--- src/design/rxpt_pkg.sv ---
package rxpt_pkg;

    // register addresses on the serial control port
    localparam logic [4:0] ADDR_MOD_SLEEP = 5'h03;
    localparam logic [4:0] ADDR_CHK_MIN   = 5'h04;
    localparam logic [4:0] ADDR_RATE_MAX  = 5'h05;

    // modulation_sleep_control fields
    localparam int MOD_SEL_BIT   = 7;
    localparam int SLEEP_MSB     = 6;
    localparam int SLEEP_LSB     = 2;
    localparam int SLEEP_EXT_BIT = 1;
    localparam int LIM_EXT_BIT   = 0;

    // bitcheck_min_limit_control and rate_max_limit_control fields
    localparam int CHK_MSB  = 7;
    localparam int CHK_LSB  = 6;
    localparam int RATE_MSB = 7;
    localparam int RATE_LSB = 6;
    localparam int LIM_MSB  = 5;
    localparam int LIM_LSB  = 0;

    // reset values: fsk, sleep 0, no extension; 3 bits, min 11; range 2, max 32
    localparam logic [7:0] RST_MOD_SLEEP = 8'h00;
    localparam logic [7:0] RST_CHK_MIN   = 8'h4b;
    localparam logic [7:0] RST_RATE_MAX  = 8'ha0;

    // base digital clock derived from the 200 MHz reference
    localparam int REF_CLK_PERIOD_NS   = 5;
    localparam int BASE_CLOCK_PERIOD_NS = 40;
    localparam int DCLK_CYCLES = (BASE_CLOCK_PERIOD_NS / REF_CLK_PERIOD_NS < 1) ? 1 :
                                 BASE_CLOCK_PERIOD_NS / REF_CLK_PERIOD_NS;
    localparam logic [3:0] DCLK_LAST = 4'(DCLK_CYCLES - 1);

    // timing figures in base clock periods
    localparam int         SLEEP_UNIT_SHIFT = 10;   // 1024 periods per sleep step
    localparam int         SLEEP_EXT_SHIFT  = 3;    // extension multiplies by 8
    localparam int         SLEEP_CNT_W      = 18;
    localparam logic [3:0] XDCLK_BASE_MAX   = 4'h8; // range 0 scale, halved per code
    localparam logic [7:0] FD_BIT_LAST      = 8'ha7; // 168 periods per bit

    // bits examined per bit check, per code
    localparam logic [3:0] CHK_BITS_0 = 4'h0;
    localparam logic [3:0] CHK_BITS_1 = 4'h3;
    localparam logic [3:0] CHK_BITS_2 = 4'h6;
    localparam logic [3:0] CHK_BITS_3 = 4'h9;

    typedef enum logic [2:0] {
        RXPT_MODE_IDLE      = 3'b000,
        RXPT_MODE_RX        = 3'b001,
        RXPT_MODE_TX        = 3'b010,
        RXPT_MODE_FD_MASTER = 3'b011,
        RXPT_MODE_FD_SLAVE  = 3'b100
    } rxpt_mode_t;

endpackage : rxpt_pkg

--- src/design/rxpt_chk_if.sv ---
`timescale 1ns/10ps
`default_nettype none
interface rxpt_chk_if;
    logic       xdclk_tick;
    logic       enable;
    logic       start;
    logic [3:0] n_bits;
    logic [5:0] lim_min;
    logic [5:0] lim_max;
    logic       ok;
    logic       fail;
    logic       busy;

    modport ctl (output xdclk_tick, enable, start, n_bits, lim_min, lim_max,
                 input  ok, fail, busy);
    modport chk (input  xdclk_tick, enable, start, n_bits, lim_min, lim_max,
                 output ok, fail, busy);
endinterface : rxpt_chk_if
`default_nettype wire

--- src/design/rxpt_bitcheck.sv ---
`timescale 1ns/10ps
`default_nettype none
module rxpt_bitcheck
    import rxpt_pkg::*;
(
    // clock and reset
    input  wire logic ref_clk_i,
    input  wire logic rst_n_i,
    // demodulated receive data pin
    input  wire logic rx_data_i,
    // control side
    rxpt_chk_if.chk   cif
);

    typedef struct packed {
        logic       s1;
        logic       s2;
        logic       prev;
        logic       active;
        logic       armed;
        logic [6:0] ivl;
        logic [3:0] bits;
        logic       ok;
        logic       fail;
    } rxpt_chk_t;

    rxpt_chk_t q, d;
    logic      edge_seen;
    logic [6:0] ivl_max;
    logic [6:0] ivl_min;

    assign edge_seen = q.s2 ^ q.prev;
    assign ivl_min   = {1'b0, cif.lim_min};
    assign ivl_max   = {1'b0, cif.lim_max} - 7'h01;

    always_comb begin
        d      = q;
        d.s1   = rx_data_i;
        d.s2   = q.s1;
        d.prev = q.s2;
        d.ok   = 1'b0;
        d.fail = 1'b0;
        if (!cif.enable) begin
            d.active = 1'b0;
        end else if (cif.start) begin
            if (cif.n_bits == 4'h0) begin
                d.ok     = 1'b1;
                d.active = 1'b0;
            end else begin
                d.active = 1'b1;
                d.armed  = 1'b0;
                d.ivl    = 7'h00;
                d.bits   = 4'h0;
            end
        end else if (q.active) begin
            if (edge_seen) begin
                d.ivl = 7'h00;
                if (!q.armed) begin
                    d.armed = 1'b1;
                end else if (q.ivl < ivl_min || q.ivl > ivl_max) begin
                    d.fail   = 1'b1;
                    d.active = 1'b0;
                end else begin
                    d.bits = q.bits + 4'h1;
                    if (q.bits + 4'h1 == cif.n_bits) begin
                        d.ok     = 1'b1;
                        d.active = 1'b0;
                    end
                end
            end else if (cif.xdclk_tick && q.armed) begin
                // interval would pass the upper bound on this tick: fail without waiting
                if (q.ivl >= ivl_max) begin
                    d.fail   = 1'b1;
                    d.active = 1'b0;
                end else begin
                    d.ivl = q.ivl + 7'h01;
                end
            end
        end
    end

    always_ff @(posedge ref_clk_i or negedge rst_n_i) begin
        if (!rst_n_i) begin
            q <= '0;
        end else begin
            q <= d;
        end
    end

    assign cif.ok   = q.ok;
    assign cif.fail = q.fail;
    assign cif.busy = q.active;
endmodule : rxpt_bitcheck
`default_nettype wire

--- src/design/rxpt_timing_cfg.sv ---
`timescale 1ns/10ps
`default_nettype none
module rxpt_timing_cfg
    import rxpt_pkg::*;
(
    // clock and reset
    input  wire logic       ref_clk_i,
    input  wire logic       rst_n_i,
    // register access from the serial control port
    input  wire logic [4:0] reg_addr_i,
    input  wire logic       reg_wr_en_i,
    input  wire logic       reg_rd_en_i,
    input  wire logic [7:0] reg_wdata_i,
    output logic      [7:0] reg_rdata_o,
    // operating mode and sequencing from the transceiver control
    input  wire rxpt_mode_t mode_i,
    input  wire logic       sleep_start_i,
    input  wire logic       bit_check_start_i,
    // demodulated receive data pin
    input  wire logic       rx_data_i,
    // derived controls and timing
    output logic            modulation_select_o,
    output logic            dclk_tick_o,
    output logic            xdclk_tick_o,
    output logic            fd_bit_tick_o,
    output logic            sleep_busy_o,
    output logic            sleep_done_o,
    // bit check results
    output logic            check_busy_o,
    output logic            check_ok_o,
    output logic            check_fail_o
);

    typedef struct packed {
        logic [7:0]             mod_sleep;
        logic [7:0]             chk_min;
        logic [7:0]             rate_max;
        logic [7:0]             rdata;
        logic [3:0]             dclk_cnt;
        logic                   dclk_tick;
        logic [4:0]             xd_cnt;
        logic                   xd_tick;
        logic [7:0]             fd_cnt;
        logic                   fd_tick;
        logic [SLEEP_CNT_W-1:0] sleep_cnt;
        logic                   sleep_busy;
        logic                   sleep_done;
        logic                   mod_sel;
    } rxpt_ctl_t;

    rxpt_ctl_t q, d;

    rxpt_chk_if cif ();

    logic                   mode_rx;
    logic                   mode_fd;
    logic                   chk_mode;
    logic                   limit_ext_eff;
    logic [1:0]             rate_code;
    logic [4:0]             xd_period;
    logic [14:0]            sleep_base;
    logic [SLEEP_CNT_W-1:0] sleep_load;
    logic [3:0]             chk_bits;

    assign mode_rx   = (mode_i == RXPT_MODE_RX);
    assign mode_fd   = (mode_i == RXPT_MODE_FD_MASTER) || (mode_i == RXPT_MODE_FD_SLAVE);
    assign chk_mode  = mode_rx || (mode_i == RXPT_MODE_FD_SLAVE);
    assign rate_code = q.rate_max[RATE_MSB:RATE_LSB];

    // extension only counts while receiving
    assign limit_ext_eff = q.mod_sleep[LIM_EXT_BIT] && mode_rx;
    assign xd_period     = {1'b0, XDCLK_BASE_MAX >> rate_code} << limit_ext_eff;

    assign sleep_base = {q.mod_sleep[SLEEP_MSB:SLEEP_LSB], SLEEP_UNIT_SHIFT'(0)};
    assign sleep_load = q.mod_sleep[SLEEP_EXT_BIT] ?
                        {sleep_base, SLEEP_EXT_SHIFT'(0)} :
                        {SLEEP_EXT_SHIFT'(0), sleep_base};

    always_comb begin
        unique case (q.chk_min[CHK_MSB:CHK_LSB])
            2'b00: chk_bits = CHK_BITS_0;
            2'b01: chk_bits = CHK_BITS_1;
            2'b10: chk_bits = CHK_BITS_2;
            2'b11: chk_bits = CHK_BITS_3;
        endcase
    end

    always_comb begin
        d            = q;
        d.dclk_tick  = 1'b0;
        d.xd_tick    = 1'b0;
        d.fd_tick    = 1'b0;
        d.sleep_done = 1'b0;

        // register writes and reads
        if (reg_wr_en_i) begin
            unique case (reg_addr_i)
                ADDR_MOD_SLEEP: d.mod_sleep = reg_wdata_i;
                ADDR_CHK_MIN:   d.chk_min   = reg_wdata_i;
                ADDR_RATE_MAX:  d.rate_max  = reg_wdata_i;
                default:        ;
            endcase
        end
        if (reg_rd_en_i) begin
            unique case (reg_addr_i)
                ADDR_MOD_SLEEP: d.rdata = q.mod_sleep;
                ADDR_CHK_MIN:   d.rdata = q.chk_min;
                ADDR_RATE_MAX:  d.rdata = q.rate_max;
                default:        d.rdata = 8'h00;
            endcase
        end

        // modulation only acts in transmit and receive
        if (mode_i == RXPT_MODE_RX || mode_i == RXPT_MODE_TX) begin
            d.mod_sel = q.mod_sleep[MOD_SEL_BIT];
        end else begin
            d.mod_sel = 1'b0;
        end

        // base clock divider
        if (q.dclk_cnt >= DCLK_LAST) begin
            d.dclk_cnt  = 4'h0;
            d.dclk_tick = 1'b1;
        end else begin
            d.dclk_cnt = q.dclk_cnt + 4'h1;
        end

        // scaled timing clock; >= absorbs a period change mid-count
        if (q.dclk_tick) begin
            if (q.xd_cnt >= xd_period - 5'h01) begin
                d.xd_cnt  = 5'h00;
                d.xd_tick = 1'b1;
            end else begin
                d.xd_cnt = q.xd_cnt + 5'h01;
            end
        end

        // full-duplex bit clock in range 1
        if (mode_fd && rate_code == 2'b01) begin
            if (q.dclk_tick) begin
                if (q.fd_cnt >= FD_BIT_LAST) begin
                    d.fd_cnt  = 8'h00;
                    d.fd_tick = 1'b1;
                end else begin
                    d.fd_cnt = q.fd_cnt + 8'h01;
                end
            end
        end else begin
            d.fd_cnt = 8'h00;
        end

        // polling sleep timer, receive mode only
        if (!mode_rx) begin
            d.sleep_busy = 1'b0;
        end else if (sleep_start_i && !q.sleep_busy) begin
            if (sleep_load == '0) begin
                d.sleep_done = 1'b1;
            end else begin
                d.sleep_busy = 1'b1;
                d.sleep_cnt  = sleep_load;
            end
        end else if (q.sleep_busy && q.dclk_tick) begin
            d.sleep_cnt = q.sleep_cnt - SLEEP_CNT_W'(1);
            if (q.sleep_cnt == SLEEP_CNT_W'(1)) begin
                d.sleep_busy = 1'b0;
                d.sleep_done = 1'b1;
            end
        end
    end

    always_ff @(posedge ref_clk_i or negedge rst_n_i) begin
        if (!rst_n_i) begin
            q           <= '0;
            q.mod_sleep <= RST_MOD_SLEEP;
            q.chk_min   <= RST_CHK_MIN;
            q.rate_max  <= RST_RATE_MAX;
        end else begin
            q <= d;
        end
    end

    // bit check, active in receive and full-duplex slave only
    assign cif.xdclk_tick = q.xd_tick;
    assign cif.enable     = chk_mode;
    assign cif.start      = bit_check_start_i && chk_mode;
    assign cif.n_bits     = chk_bits;
    assign cif.lim_min    = q.chk_min[LIM_MSB:LIM_LSB];
    assign cif.lim_max    = q.rate_max[LIM_MSB:LIM_LSB];

    rxpt_bitcheck u_bitcheck (
        .ref_clk_i (ref_clk_i),
        .rst_n_i   (rst_n_i),
        .rx_data_i (rx_data_i),
        .cif       (cif.chk)
    );

    assign reg_rdata_o         = q.rdata;
    assign modulation_select_o = q.mod_sel;
    assign dclk_tick_o         = q.dclk_tick;
    assign xdclk_tick_o        = q.xd_tick;
    assign fd_bit_tick_o       = q.fd_tick;
    assign sleep_busy_o        = q.sleep_busy;
    assign sleep_done_o        = q.sleep_done;
    assign check_busy_o        = cif.busy;
    assign check_ok_o          = cif.ok;
    assign check_fail_o        = cif.fail;

    // assertion helpers: base ticks between scaled ticks, fd ticks, sleep ticks
    logic [4:0]             ast_xd_gap;
    logic [4:0]             ast_xd_per;
    logic [7:0]             ast_fd_gap;
    logic [SLEEP_CNT_W-1:0] ast_sl_gap;
    logic [SLEEP_CNT_W-1:0] ast_sl_exp;
    logic                   ast_xd_chg;

    always_ff @(posedge ref_clk_i or negedge rst_n_i) begin
        if (!rst_n_i) begin
            ast_xd_gap <= 5'h00;
            ast_xd_per <= 5'h00;
            ast_fd_gap <= 8'h00;
            ast_sl_gap <= '0;
            ast_sl_exp <= '0;
            ast_xd_chg <= 1'b0;
        end else begin
            ast_xd_per <= xd_period;
            // period moved since the last scaled tick
            if (q.xd_tick) begin
                ast_xd_chg <= 1'b0;
            end else if (xd_period != ast_xd_per) begin
                ast_xd_chg <= 1'b1;
            end
            if (q.xd_tick) begin
                ast_xd_gap <= 5'h00;
            end else if (q.dclk_tick) begin
                ast_xd_gap <= ast_xd_gap + 5'h01;
            end
            if (q.fd_tick || !(mode_fd && rate_code == 2'b01)) begin
                ast_fd_gap <= 8'h00;
            end else if (q.dclk_tick) begin
                ast_fd_gap <= ast_fd_gap + 8'h01;
            end
            if (sleep_start_i && !q.sleep_busy) begin
                ast_sl_gap <= '0;
                ast_sl_exp <= sleep_load;
            end else if (q.sleep_busy && q.dclk_tick) begin
                ast_sl_gap <= ast_sl_gap + SLEEP_CNT_W'(1);
            end
        end
    end
endmodule : rxpt_timing_cfg
`default_nettype wire

--- config.mk ---
export PLATFORM = sky130hd
export DESIGN_NAME = rxpt_timing_cfg
export DESIGN_NICKNAME = d
export VERILOG_FILES = /design/src/design/rxpt_pkg.sv /design/src/design/rxpt_chk_if.sv /design/src/design/rxpt_bitcheck.sv /design/src/design/rxpt_timing_cfg.sv
export SDC_FILE = /design/constraint.sdc
export NUM_CORES = 1
export LEC_CHECK = 0
export ABC_AREA = 1
export CORE_ASPECT_RATIO = 0.6
export CORE_MARGIN = 4
export CORE_UTILIZATION = 25
export DETAILED_ROUTE_END_ITERATION = 8
export DONT_BUFFER_PORTS = 1
export PLACE_DENSITY_LB_ADDON = 0.15
export SLEW_MARGIN = 25
export SYNTH_ARGS = -nofsm -noshare
export SYNTH_HDL_FRONTEND = slang
export SYNTH_HIERARCHICAL = 1
export SYNTH_SLANG_ARGS = --single-unit
--- constraint.sdc ---
create_clock -name ref_clk_i -period 2.45 [get_ports ref_clk_i]
set_input_delay 0.1225 -clock ref_clk_i [delete_from_list [all_inputs] [get_ports ref_clk_i]]
set_output_delay 0.1225 -clock ref_clk_i [all_outputs]
set_load 0.05 [all_outputs]
Word-level counts from Yosys, hierarchy flattened
Cells that the tools add are included.
Storage, ports and cells
  register bits: 91
  latch bits: 0
  RAM bits: 0
  bits in read-only memories: 0
  output and inout port bits: 17
  memories: 0
Cells by class
  add/subtract/negate cells: 8
  multipliers: 0
  div/mod/pow operators: 0
  magnitude comparators: 6
  equality and inequality tests: 21
  shift-type cells: 2
  mux-type cells: 47
  bitwise logic cells: 1
  reductions and logical operators: 27
Operators by type and width (number)
  2-to-1 mux 20 bit: 2
  2-to-1 mux 1 bit: 25
  one-hot mux 8 bit (3 select lines): 1
  2-to-1 mux 7 bit: 3
  2-to-1 mux 19 bit: 1
  equality test 18 x 1 -> 1 bit (second input constant): 1
  logical NOT 18 bit: 1
  2-to-1 mux 18 bit: 1
  subtractor 18 x 1 -> 18 bit (second input constant): 1
  2-to-1 mux 8 bit: 2
  one-hot mux 4 bit (4 select lines): 1
  2-to-1 mux 15 bit: 1
  2-to-1 mux 5 bit: 3
  2-to-1 mux 14 bit: 1
  2-to-1 mux 12 bit: 1
  equality test 5 x 3 -> 1 bit (second input constant): 2
  2-to-1 mux 9 bit: 1
  adder 4 x 1 -> 4 bit (second input constant): 2
  adder 8 x 1 -> 8 bit (second input constant): 1
  greater-or-equal comparator 8 bit (second input constant): 1
  inequality test 2 bit (second input constant): 4
  nonzero test 2 bit: 4
  adder 7 x 1 -> 7 bit (second input constant): 1
  greater-or-equal comparator 7 bit: 1
  other kinds (34): 50

Depth between registers and ports, before layout
Gate-level depths: netlist of the first run.
  depth after elaboration: 10
  gate-level depth with buffers: 17
  gate-level depth less buffers: 17

Modules after synthesis
The synthesis of the first run kept the hierarchy.
By module, submodules not included
  rxpt_timing_cfg: instances 1, cells an instance 530, area an instance 4095.2 µm², seq. area each 1834.3 µm²
  rxpt_bitcheck: instances 1, cells an instance 225, area an instance 1530.2 µm², seq. area each 450.4 µm²

Worst setup path before layout of the first run
Ideal clock, no wire load.
  path type: register to register
  start point: register q[56] (netlist name)
  end point: register q[33] (netlist name)
  data arrival time: 1993 ps
  required time: 2323 ps
  slack: 330 ps
  cell stages (with the launch flop): 13
  buffers on the path: 0
  path through: dfstp_2 o21ai_0 inv_1 o21ai_0 ha_1 inv_1 o21ai_0 ha_1 nand2_1 nor3_1 nor2_1 a21oi_1 nor2_1
Between the ends
  cells in the longest elaborated chain, start to end: 5
Ends and longest elaborated chain
  start: declaration: RTL line rxpt_timing_cfg.sv:51  | rxpt_ctl_t q, d;
  >> shifter 4 x 2 -> 4 bit: RTL line rxpt_timing_cfg.sv:72  | assign xd_period = {1'b0, XDCLK_BASE_MAX >> rate_code} << limit_ext_eff;
  left shift 4 x 1 -> 5 bit: RTL line rxpt_timing_cfg.sv:72
  subtractor 5 x 1 -> 5 bit: RTL line rxpt_timing_cfg.sv:130  | if (q.xd_cnt >= xd_period - 5'h01) begin
  greater-or-equal comparator 5 bit: RTL line rxpt_timing_cfg.sv:130
  2-to-1 mux 5 bit: RTL line rxpt_timing_cfg.sv:130
No other way between the ends.
A chain may end at the register's enable or synchronous reset.

Worst setup path after layout of the first run
  start point: register q[56] (netlist name)
  end point: register q[35] (netlist name)
The elaborated chain is that of the path after synthesis.

==> results of run 1 <==
[cell usage in the layout (no fill, tap or decap), drive strengths merged]
master and instances:
ha 29, dfstp 6, or2 5, nand2 226, o22ai 4, o21ai 70, dfrtp 85, nand4 19
xor2 12, nand3 48, o211ai 8, dlygate4sd3 14, a31o 1, nand3b 1, a21boi 1, nor3 13
nor4 1, buf 13, a21oi 16, o21bai 1, xnor2 4, bufinv 3, inv 113, nor2 73
clkinv 3, clkbuf 11, diode 1, and3 1
[what timing repair did]
| action | CTS | global route |
|---|---|---|
| setup endpoints to repair | 1 | 17 |
| cloned | 0 | 0 |
| buffers inserted | 0 | 5 |
| endpoints found under the hold margin | 123 | 0 |
| hold buffers | 15 | 0 |
| resized for setup | 1 | 14 |
| pin swaps | 0 | 7 |
[worst max-delay path, cell delays in order, from the launching register on]
cell and delay [ns]:
dfstp_2 0.54, o21ai_1 0.06, inv_1 0.08, o21ai_0 0.09, ha_1 0.20, inv_1 0.09
nand2_1 0.06, o21ai_1 0.09, ha_1 0.28, a21oi_1 0.15, o21ai_1 0.08, nor2_1 0.23
a21oi_2 0.13, nor2_1 0.10
[sequential cells by signal, indices dropped and copies added, names as in the netlist]
register / flops
sleep_busy_o: 1
u_bitcheck/cif.ok: 1
cif.lim_max: 6
q: 47
dclk_tick_o: 1
u_bitcheck/q: 13
u_bitcheck/cif.busy: 1
sleep_done_o: 1
reg_rdata_o: 8
fd_bit_tick_o: 1
cif.lim_min: 6
xdclk_tick_o: 1
u_bitcheck/cif.fail: 1
modulation_select_o: 1
u_bitcheck/d: 2
[area by class of cell]
cell class | count | area share
well taps | 286 | 0.0551
multi-input cells | 533 | 0.433
clock buffers | 11 | 0.0374
repair buffers | 27 | 0.0397
clock inverters | 5 | 0.0154
inverters | 114 | 0.0665
diodes | 1 | 0.000385
flip-flops and latches | 91 | 0.352
[routing by layer]
metal,share of wire,GRT usage
met4,0.0032,0.0243
met1,0.60,0.213
met5,0,0
met3,0.058,0.0377
met2,0.34,0.148
[kinds of logic (layout without fill, tap and decap cells)]
| logic type | after synthesis | count (layout) |
|---|---|---|
| adders and majority gates | 29 | 29 |
| DFF | 91 | 91 |
| AOI/OAI and AO/OA | 101 | 101 |
| other | 0 | 1 |
| and+or+nand+nor | 387 | 387 |
| buffers and inverters | 131 | 157 |
| xor gates and xnor gates | 16 | 16 |
[per-stage QoR]
stage                     std cells  worst slack, ns  instance area, sq um
after floorplan                 755            0.330                  5630
after global placement         1031           0.0683                  5900
after detailed placement       1031           0.0441                  5900
after CTS                      1062           0.0959                  6410
after global routing           1068         -0.00244                  6490
final                          1068            0.207                  6490
[power groups by stage]
stage                     sequential [mW]  combinational (mW)  clock, mW
final                                1.98                1.35       1.64
after global routing                 2.01                1.59       1.78
after CTS                            1.98                1.29       1.72
after detailed placement             2.00                1.21          0
after global placement               2.01                1.23          0
after floorplan                      1.90               0.992          0
[path summary, 6_finish.rpt]
kind | start | endpoint | slack [ns]
worst max-delay path | q[56]$_DFFE_PN1P_ | q[35]$_DFFE_PN0P_ | 0.21
worst min-delay path | reg_wdata_i[6] | q[55]$_DFFE_PN0P_ | 0.03
worst max register to register | q[56]$_DFFE_PN1P_ | q[35]$_DFFE_PN0P_ | 0.21
worst min register to register | u_bitcheck/d[16]$_DFF_PN0_ | u_bitcheck/d[15]$_DFF_PN0_ | 0.37
max in group asynchronous | rst_n_i | cif.lim_max[2]$_DFFE_PN0P_ | 1.66
min in group asynchronous | rst_n_i | u_bitcheck/d[16]$_DFF_PN0_ | 0.36
==> impl_metrics.toml, run 1 <==
[global_routing]
grt_overflow = 0
grt_pass1_vias = 4179
grt_usage = 0.126
antenna_found_initial = 1
grt_max_degree = 92
grt_first_pass_wirelength_um = 24300

[setup_path]
reg2reg_depth = 13
setup.worst_path.start_class = "register"
crit_required_ns = 2.73
critical_path_class = "register to register"
cp.arrival_ns = 2.52
cp_max_fo = 4
critPathCaptureType = "register"

[timing]
tightest_slew_ns = 0.615
hold_violations = 0
slew_headroom = 0.590
tns_ns = 0
whs_ns = 0.0264
period_needed_ns = 2.24
fmax_ghz = 0.446
skew_ns = 0.0138
maxSlewViolCount = 0
fin_crit_sh = 0.916
setup_viol = 0

[logic_synthesis]
syn_area_per_cell_sq_um = 7.45
synth-edff-count = 0
yosys-mux-area-fraction = 0
yosysMostFrequentCell = "nand2_1"
synth_common_cells = "nand2_1, inv_1, dfrtp_1"
synthArstFlopShare = 1.00
syn_nets = 807
yosysTopAreaCell = "dfrtp_1"
synth_top_family_by_area = "simple AND/OR/NAND/NOR gates"
yosysSeqAreaShare = 0.406
syn_area_sq_um = 5630
synthAdderAreaFrac = 0.0645
synth_xor_area_frac = 0.0249
yosysUniqueCellTypes = 39
synth_seq_cells = 91
synthSimpleGateAreaFrac = 0.306
synth_compound_area_frac = 0.0972
syn_inst = 755
synthTopCellsByArea = "dfrtp_1, nand2_1, inv_1"
yosysWarnings = 6
synth_flop_cell = "dfrtp_1"
synth_top_cell_area_share = 0.378

[die]
initial_core_util = 0.255
die-width_um = 202
die_y_um = 124
die_area_sq_um = 25000
pin_count = 40
rows = 42
core_sq_um = 22100

[clock_tree]
cts_root_buf = "clkbuf_16"
htreeDepth = 3
path_clk_slew_ns = 0.07
cts.sink_count = 91
clock_latency_ns = 0.35
cts_tree = "yes"
cts_inserted_buffers = 9
cts_buffer_depth = 2

[power]
switching_share = 0.350
clock_power_share = 0.331
switching_power_mw = 1.74
p_comb_frac = 0.272
p_int_mw = 3.23
seq_power_share = 0.397
p_total_mw = 4.97
cellPowerDensity_nw_per_um2 = 766
vdd_drop_max_uv = 401
p_leak_nw = 3.12

[layout]
drive_gt1_frac = 0.113
regArea_sq_um = 2290
multi_input_area_sq_um = 2810
fillers = 2383
fin_nets = 828
syn_to_final_growth_pct = 15.4
final_util = 0.294

[placement]
dp_hpwl_um = 11700
place.gp.congestion = 0.806
port_buffers = 0

[drt]
final_antenna_net_count = 0
wirelength_um = 15400
wire_per_inst_um = 14.4
dr.pass1.iters = 5
viasPerCell = 4.29
drc = 0
first_iter_violations = 284
vias = 4586

[status]
status = "complete, no violations"

[hold_path]
min_path_type = "input pin to register"
hold_depth = 2

[run]
max-cap-violations = 0
Note: power is estimated with default switching activity, not from simulation.
==> run 2: changes to the inputs <==
--- a/config.mk
+++ b/config.mk
@@ -8,2 +8,4 @@
 export ABC_AREA = 1
+export CELL_PAD_IN_SITES_DETAIL_PLACEMENT = 1
+export CELL_PAD_IN_SITES_GLOBAL_PLACEMENT = 2
 export CORE_ASPECT_RATIO = 0.6
==> constraint.sdc (replaced) <==
create_clock -name ref_clk_i -period 2.45 [get_ports ref_clk_i]
set_input_delay 0 -clock ref_clk_i [delete_from_list [all_inputs] [get_ports ref_clk_i]]
set_output_delay 0 -clock ref_clk_i [all_outputs]
set_load 0.05 [all_outputs]
==> run 2 against run 1 <==
  * Utilization up 0.26 points
  * First-iteration DRC count down 9.9%
  * Count of clock-buffer cells in the layout up 3
  * Cell area up 0.89%
  * Sequential power about the same
  * Sequential cell count unchanged
  * Wire length up 14%
==> impl_metrics.toml, run 2 (synthesis results as in run 1) <==
[layout]
mostFrequentLayoutCells = "nand2_1, inv_1, dfrtp_1"
fin_area_sq_um = 6550
drive_gt1_frac = 0.125
diodes = 0
final_common_cell = "nand2_1"
top_register = "q"
final_util = 0.297
fin_nets = 839
syn_to_final_growth_pct = 16.4
final_cells = 1078
largest_reg_flops = 47

[clock_tree]
clock_latency_ns = 0.36
htreeDepth = 3
cts_tree = "yes"
cts.sink_count = 91
cts_buffer_depth = 2
cts_inserted_buffers = 9
cts_root_buf = "clkbuf_16"
path_clk_slew_ns = 0.06

[drt]
wirelength_um = 17500
first_iter_violations = 256
dr_wl_met2_um = 6790
vias = 4935
final_antenna_net_count = 0
drt-met1-wl_um = 9710
dr.pass1.iters = 4
wl_met3_um = 758
viasPerCell = 4.58
wire_per_inst_um = 16.2
drc = 0
top_layer = "met4"

[timing]
fin_ws_ns = 0.139
fmax_ghz = 0.433
maxSlewViolCount = 0
fin_crit_sh = 0.943
hold_violations = 0
grt_setup_unrepaired = "yes"
setup_viol = 0
period_needed_ns = 2.31
tightest_slew_ns = 0.568
slew_headroom = 0.621
whs_ns = 0.0135
skew_ns = 0.0122

[hold_path]
hp-start = "mode_i[2]"
hold_depth = 3
min_path_type = "input pin to register"
whs_endpoint = "fd_bit_tick_o$_DFF_PN0_"

[status]
status = "complete, no violations"

[run]
max-cap-violations = 0

[setup_path]
r2r-start = "cif.lim_max[0]$_DFFE_PN0P_"
crit_required_ns = 2.74
timing.rr.end = "u_bitcheck/q[5]$_DFFE_PN0P_"
cp_max_fo = 4
reg2reg_depth = 14
cp_common_cell = "nand2_1"
critPathCaptureType = "register"
cpPeakStageDelay_ns = 0.41
critical_path_class = "register to register"
path_cells = "inv_2 -> nand2_1 -> nor3_2 -> xor2_1 -> ha_1 -> nand2_2 -> inv_2 -> a21oi_2 -> nand2_1 -> nand2_2 -> nand4_1 -> nor2_1 -> nand2_1 -> nand2_1"
crit_slowest_cell = "dfrtp_1"
reg2reg_slack_ns = 0.14
setup.worst_path.start_class = "register"
cp.arrival_ns = 2.60

[placement]
dp_slack_ns = 0.00526
placed_area_sq_um = 5900
dp_hpwl_um = 13400
post-place-cells = 1032
place.gp.congestion = 0.758
port_buffers = 0

[global_routing]
grt_usage = 0.148
grt_max_degree = 92
grt_first_pass_wirelength_um = 28600
grt_pass1_vias = 5096
grt_overflow = 0
antenna_found_initial = 0

[power]
p_leak_nw = 3.12
vdd_drop_max_uv = 330
cellPowerDensity_nw_per_um2 = 729

[die]
core_sq_um = 22100
die_area_sq_um = 25000
initial_core_util = 0.255
pin_count = 40
rows = 42
die_y_um = 124
die-width_um = 202
[run 2: metrics by stage]
step | total power, mW | setup TNS [ns]
final | 4.78 | 0
after global routing | 5.18 | -0.0675
after CTS | 4.74 | 0
after detailed placement | 3.28 | 0
after global placement | 3.24 | 0
after floorplan | 2.89 | 0
[run 2: cell type report]
type	count	area, sq um
Clock inverter	2	12.5
Timing Repair Buffer	38	358
Fill cell	2690	15500
Inverter	114	432
Sequential cell	91	2290
Clock buffer	14	254
Multi-Input combinational cell	533	2850
Tap cell	286	358
[run 2: worst max path at each step]
stage                                          start  slack, ns                           to
after floorplan                    q[56]$_DFFE_PN1P_       0.33            q[33]$_DFFE_PN0P_
after global placement             q[56]$_DFFE_PN1P_       0.13            q[34]$_DFFE_PN0P_
after detailed placement           q[56]$_DFFE_PN1P_      0.005            q[33]$_DFFE_PN0P_
after CTS                          q[56]$_DFFE_PN1P_       0.06            q[33]$_DFFE_PN0P_
after global routing      cif.lim_max[0]$_DFFE_PN0P_      -0.03  u_bitcheck/q[5]$_DFFE_PN0P_
final                     cif.lim_max[0]$_DFFE_PN0P_       0.14  u_bitcheck/q[5]$_DFFE_PN0P_
[run 2: per-layer routing]
metal / up-vias / global-route usage
li1: 2466 / -
met1: 2397 / 0.225
met2: 58 / 0.206
met3: 14 / 0.0390
met4: 0 / 0.0354
met5: - / 0
[run 2: what timing repair did]
action	CTS	global route
endpoints found under the setup margin	1	18
pin swaps	0	19
hold buffers	22	0
endpoints found under the hold margin	125	0
buffers inserted	0	8
resized for setup	1	25
[run 2: critical path, delay by kind of cell (launching register included)]
kind | cells | cell delay, ns
xor+xnor | 1 | 0.18
buf+inv | 2 | 0.15
fa+ha+maj | 1 | 0.26
simple gates | 9 | 1.11
compound gates | 1 | 0.13
flops | 1 | 0.41
[run 2: report_power, final]
group	leakage, nW	internal, mW	switching (mW)	total, mW
logic	1.82	0.564	0.918	1.48
registers	1.17	1.70	0.278	1.98
clock network	0.127	0.717	0.597	1.31
total	3.12	2.98	1.79	4.78
==> run 3: changes to the inputs <==
- CORE_UTILIZATION: 25 -> 37
- CTS_CLUSTER_SIZE: default -> 14
- HOLD_SLACK_MARGIN: default -> 0.02
==> run 3 against run 2 <==
  * Wire length shrank 6.9%
  * Highest routed layer unchanged
  * Critical path depth is the same
  * Cell count shrank 7.8%
  * Clock power grew 12%
  * Sequential power is essentially flat
  * Cell area shrank 0.53%
  * Clock skew shrank 0.0016 ns
  * Global-route usage grew 4.3 points
==> impl_metrics.toml, run 3 (synthesis results as in run 1) <==
[power]
switching_share = 0.370
switching_power_mw = 1.82
clock_power_share = 0.298
cellPowerDensity_nw_per_um2 = 755
p_comb_frac = 0.300
vdd_drop_max_uv = 370
p_int_mw = 3.10
p_leak_nw = 3.17
seq_power_share = 0.402

[setup_path]
cp.arrival_ns = 2.61
cp_top_family = "simple AND/OR/NAND/NOR gates"
cp_max_fo = 4
crit_slowest_cell = "dfrtp_1"
crit_required_ns = 2.74
reg2reg_slack_ns = 0.13
timing.rr.end = "u_bitcheck/q[2]$_DFFE_PN0P_"
reg2reg_depth = 14
critPathCaptureType = "register"
critical_path_class = "register to register"
r2r-start = "cif.lim_max[0]$_DFFE_PN0P_"
cpPeakStageDelay_ns = 0.41
critPathBufInv = 2
cp_common_cell = "nand2_1"
path_cells = "inv_2 -> nand2_1 -> nor3_2 -> xor2_1 -> ha_1 -> nand2_2 -> inv_1 -> a21oi_2 -> nand2_1 -> nand2_2 -> nand4_1 -> nor2_1 -> nand2_1 -> nand2_1"
setup.worst_path.start_class = "register"

[layout]
top_register = "q"
mostFrequentLayoutCells = "nand2_1, inv_1, dfrtp_1"
final_common_cell = "nand2_1"
drive_gt1_frac = 0.124
diodes = 0
fin_area_sq_um = 6520
fin_nets = 843
largest_reg_flops = 47
syn_to_final_growth_pct = 15.8

[die]
initial_core_util = 0.383
die_y_um = 104
die_area_sq_um = 17300
core_sq_um = 14700
rows = 34
die-width_um = 167
pin_count = 40

[hold_path]
min_path_type = "input pin to register"
whs_endpoint = "fd_bit_tick_o$_DFF_PN0_"
hold_depth = 3
hp-start = "mode_i[2]"

[placement]
place.gp.congestion = 0.820
dp_hpwl_um = 12500
port_buffers = 0
placed_area_sq_um = 5800

[timing]
skew_ns = 0.0106
maxSlewViolCount = 0
whs_ns = 0.0297
hold_violations = 0
fmax_ghz = 0.430
period_needed_ns = 2.32
setup_viol = 0
slew_headroom = 0.622
fin_crit_sh = 0.948
tightest_slew_ns = 0.567

[run]
max-cap-violations = 0

[drt]
viasPerCell = 4.96
dr.pass1.iters = 4
final_antenna_net_count = 0
wire_per_inst_um = 16.4
drc = 0
vias = 4926
wirelength_um = 16300
first_iter_violations = 371

[clock_tree]
path_clk_slew_ns = 0.07
cts_buffer_depth = 2
cts_root_buf = "clkbuf_16"
cts_tree = "yes"
cts_inserted_buffers = 9
cts.sink_count = 91
clock_latency_ns = 0.34
htreeDepth = 3

[global_routing]
grt_first_pass_wirelength_um = 26800
antenna_found_initial = 0
grt_pass1_vias = 4938
grt_usage = 0.191
grt_overflow = 0
grt_max_degree = 92

[status]
status = "complete, no violations"
==> run 3: changes by cell type in the layout (fill, tap and decap cells not counted), moves of 2 or more <==
cell           change
inv_6              +3
dlygate4sd3_1      +4
o21ai_1            -2
o21ai_0            +3
a21oi_1            +2
a21oi_2            -2
clkbuf_1           -4
==> run 3: what timing repair did <==
item | 4_1_cts | 5_1_grt
hold buffers | 26 | 0
endpoints found under the setup margin | 0 | 18
gates resized for setup | 0 | 19
buffers inserted | 0 | 7
hold endpoints to repair | 125 | 0
==> run 3: routing by layer <==
| layer | global-route usage | vias up | share of wire |
|---|---|---|---|
| li1 | - | 2474 | - |
| met1 | 0.309 | 2360 | 0.55 |
| met2 | 0.251 | 77 | 0.39 |
| met3 | 0.0483 | 15 | 0.044 |
| met4 | 0.0417 | 0 | 0.014 |
| met5 | 0 | - | 0 |
==> run 3: power by group through the flow <==
| stage | logic (mW) | clock network [mW] | registers [mW] |
|---|---|---|---|
| 2_1_floorplan | 0.992 | 0 | 1.90 |
| 3_3_place_gp | 1.20 | 0 | 2.00 |
| 3_5_place_dp | 1.26 | 0 | 2.01 |
| 4_1_cts | 1.36 | 1.51 | 1.98 |
| 5_1_grt | 1.70 | 1.59 | 2.01 |
| 6_report | 1.47 | 1.47 | 1.98 |
==> run 3: worst max path at each step <==
stage                                     from                          end  slack, ns  cells past startpoint
finish              cif.lim_max[0]$_DFFE_PN0P_  u_bitcheck/q[2]$_DFFE_PN0P_       0.13                     14
CTS                          q[56]$_DFFE_PN1P_            q[34]$_DFFE_PN0P_       0.03                     12
floorplan                    q[56]$_DFFE_PN1P_            q[33]$_DFFE_PN0P_       0.33                     12
global route        cif.lim_max[2]$_DFFE_PN0P_  u_bitcheck/q[2]$_DFFE_PN0P_      -0.04                     14
global placement             q[56]$_DFFE_PN1P_            q[33]$_DFFE_PN0P_       0.16                     12
detailed placement           q[56]$_DFFE_PN1P_            q[35]$_DFFE_PN0P_       0.07                     12
==> run 3: worst register-to-register path, stage by stage, from the launching register on <==
cell	delay [ns]
dfrtp_1	0.41
inv_2	0.10
nand2_1	0.10
nor3_2	0.14
xor2_1	0.20
ha_1	0.27
nand2_2	0.10
inv_1	0.06
a21oi_2	0.16
nand2_1	0.08
nand2_2	0.07
nand4_1	0.24
nor2_1	0.20
nand2_1	0.08
nand2_1	0.06
==> run 3: stage by stage <==
step | setup TNS [ns] | setup slack (ns) | instances | utilization | power (mW)
global route | -0.0689 | -0.0438 | 994 | 0.444 | 5.30
detailed placement | 0 | 0.0698 | 945 | 0.395 | 3.26
global placement | 0 | 0.156 | 945 | 0.395 | 3.20
finish | 0 | 0.126 | 994 | 0.444 | 4.92
floorplan | 0 | 0.330 | 755 | - | 2.89
CTS | 0 | 0.0316 | 987 | 0.435 | 4.85
==> run 3: area by class of cell <==
type	instances	area [sq um]
inverter	114	432
tap	198	248
timing repair buffer	42	398
fill	1848	8160
sequential	91	2290
clock inverter	6	70.1
clock buffer	10	239
multi-input combinational	533	2840
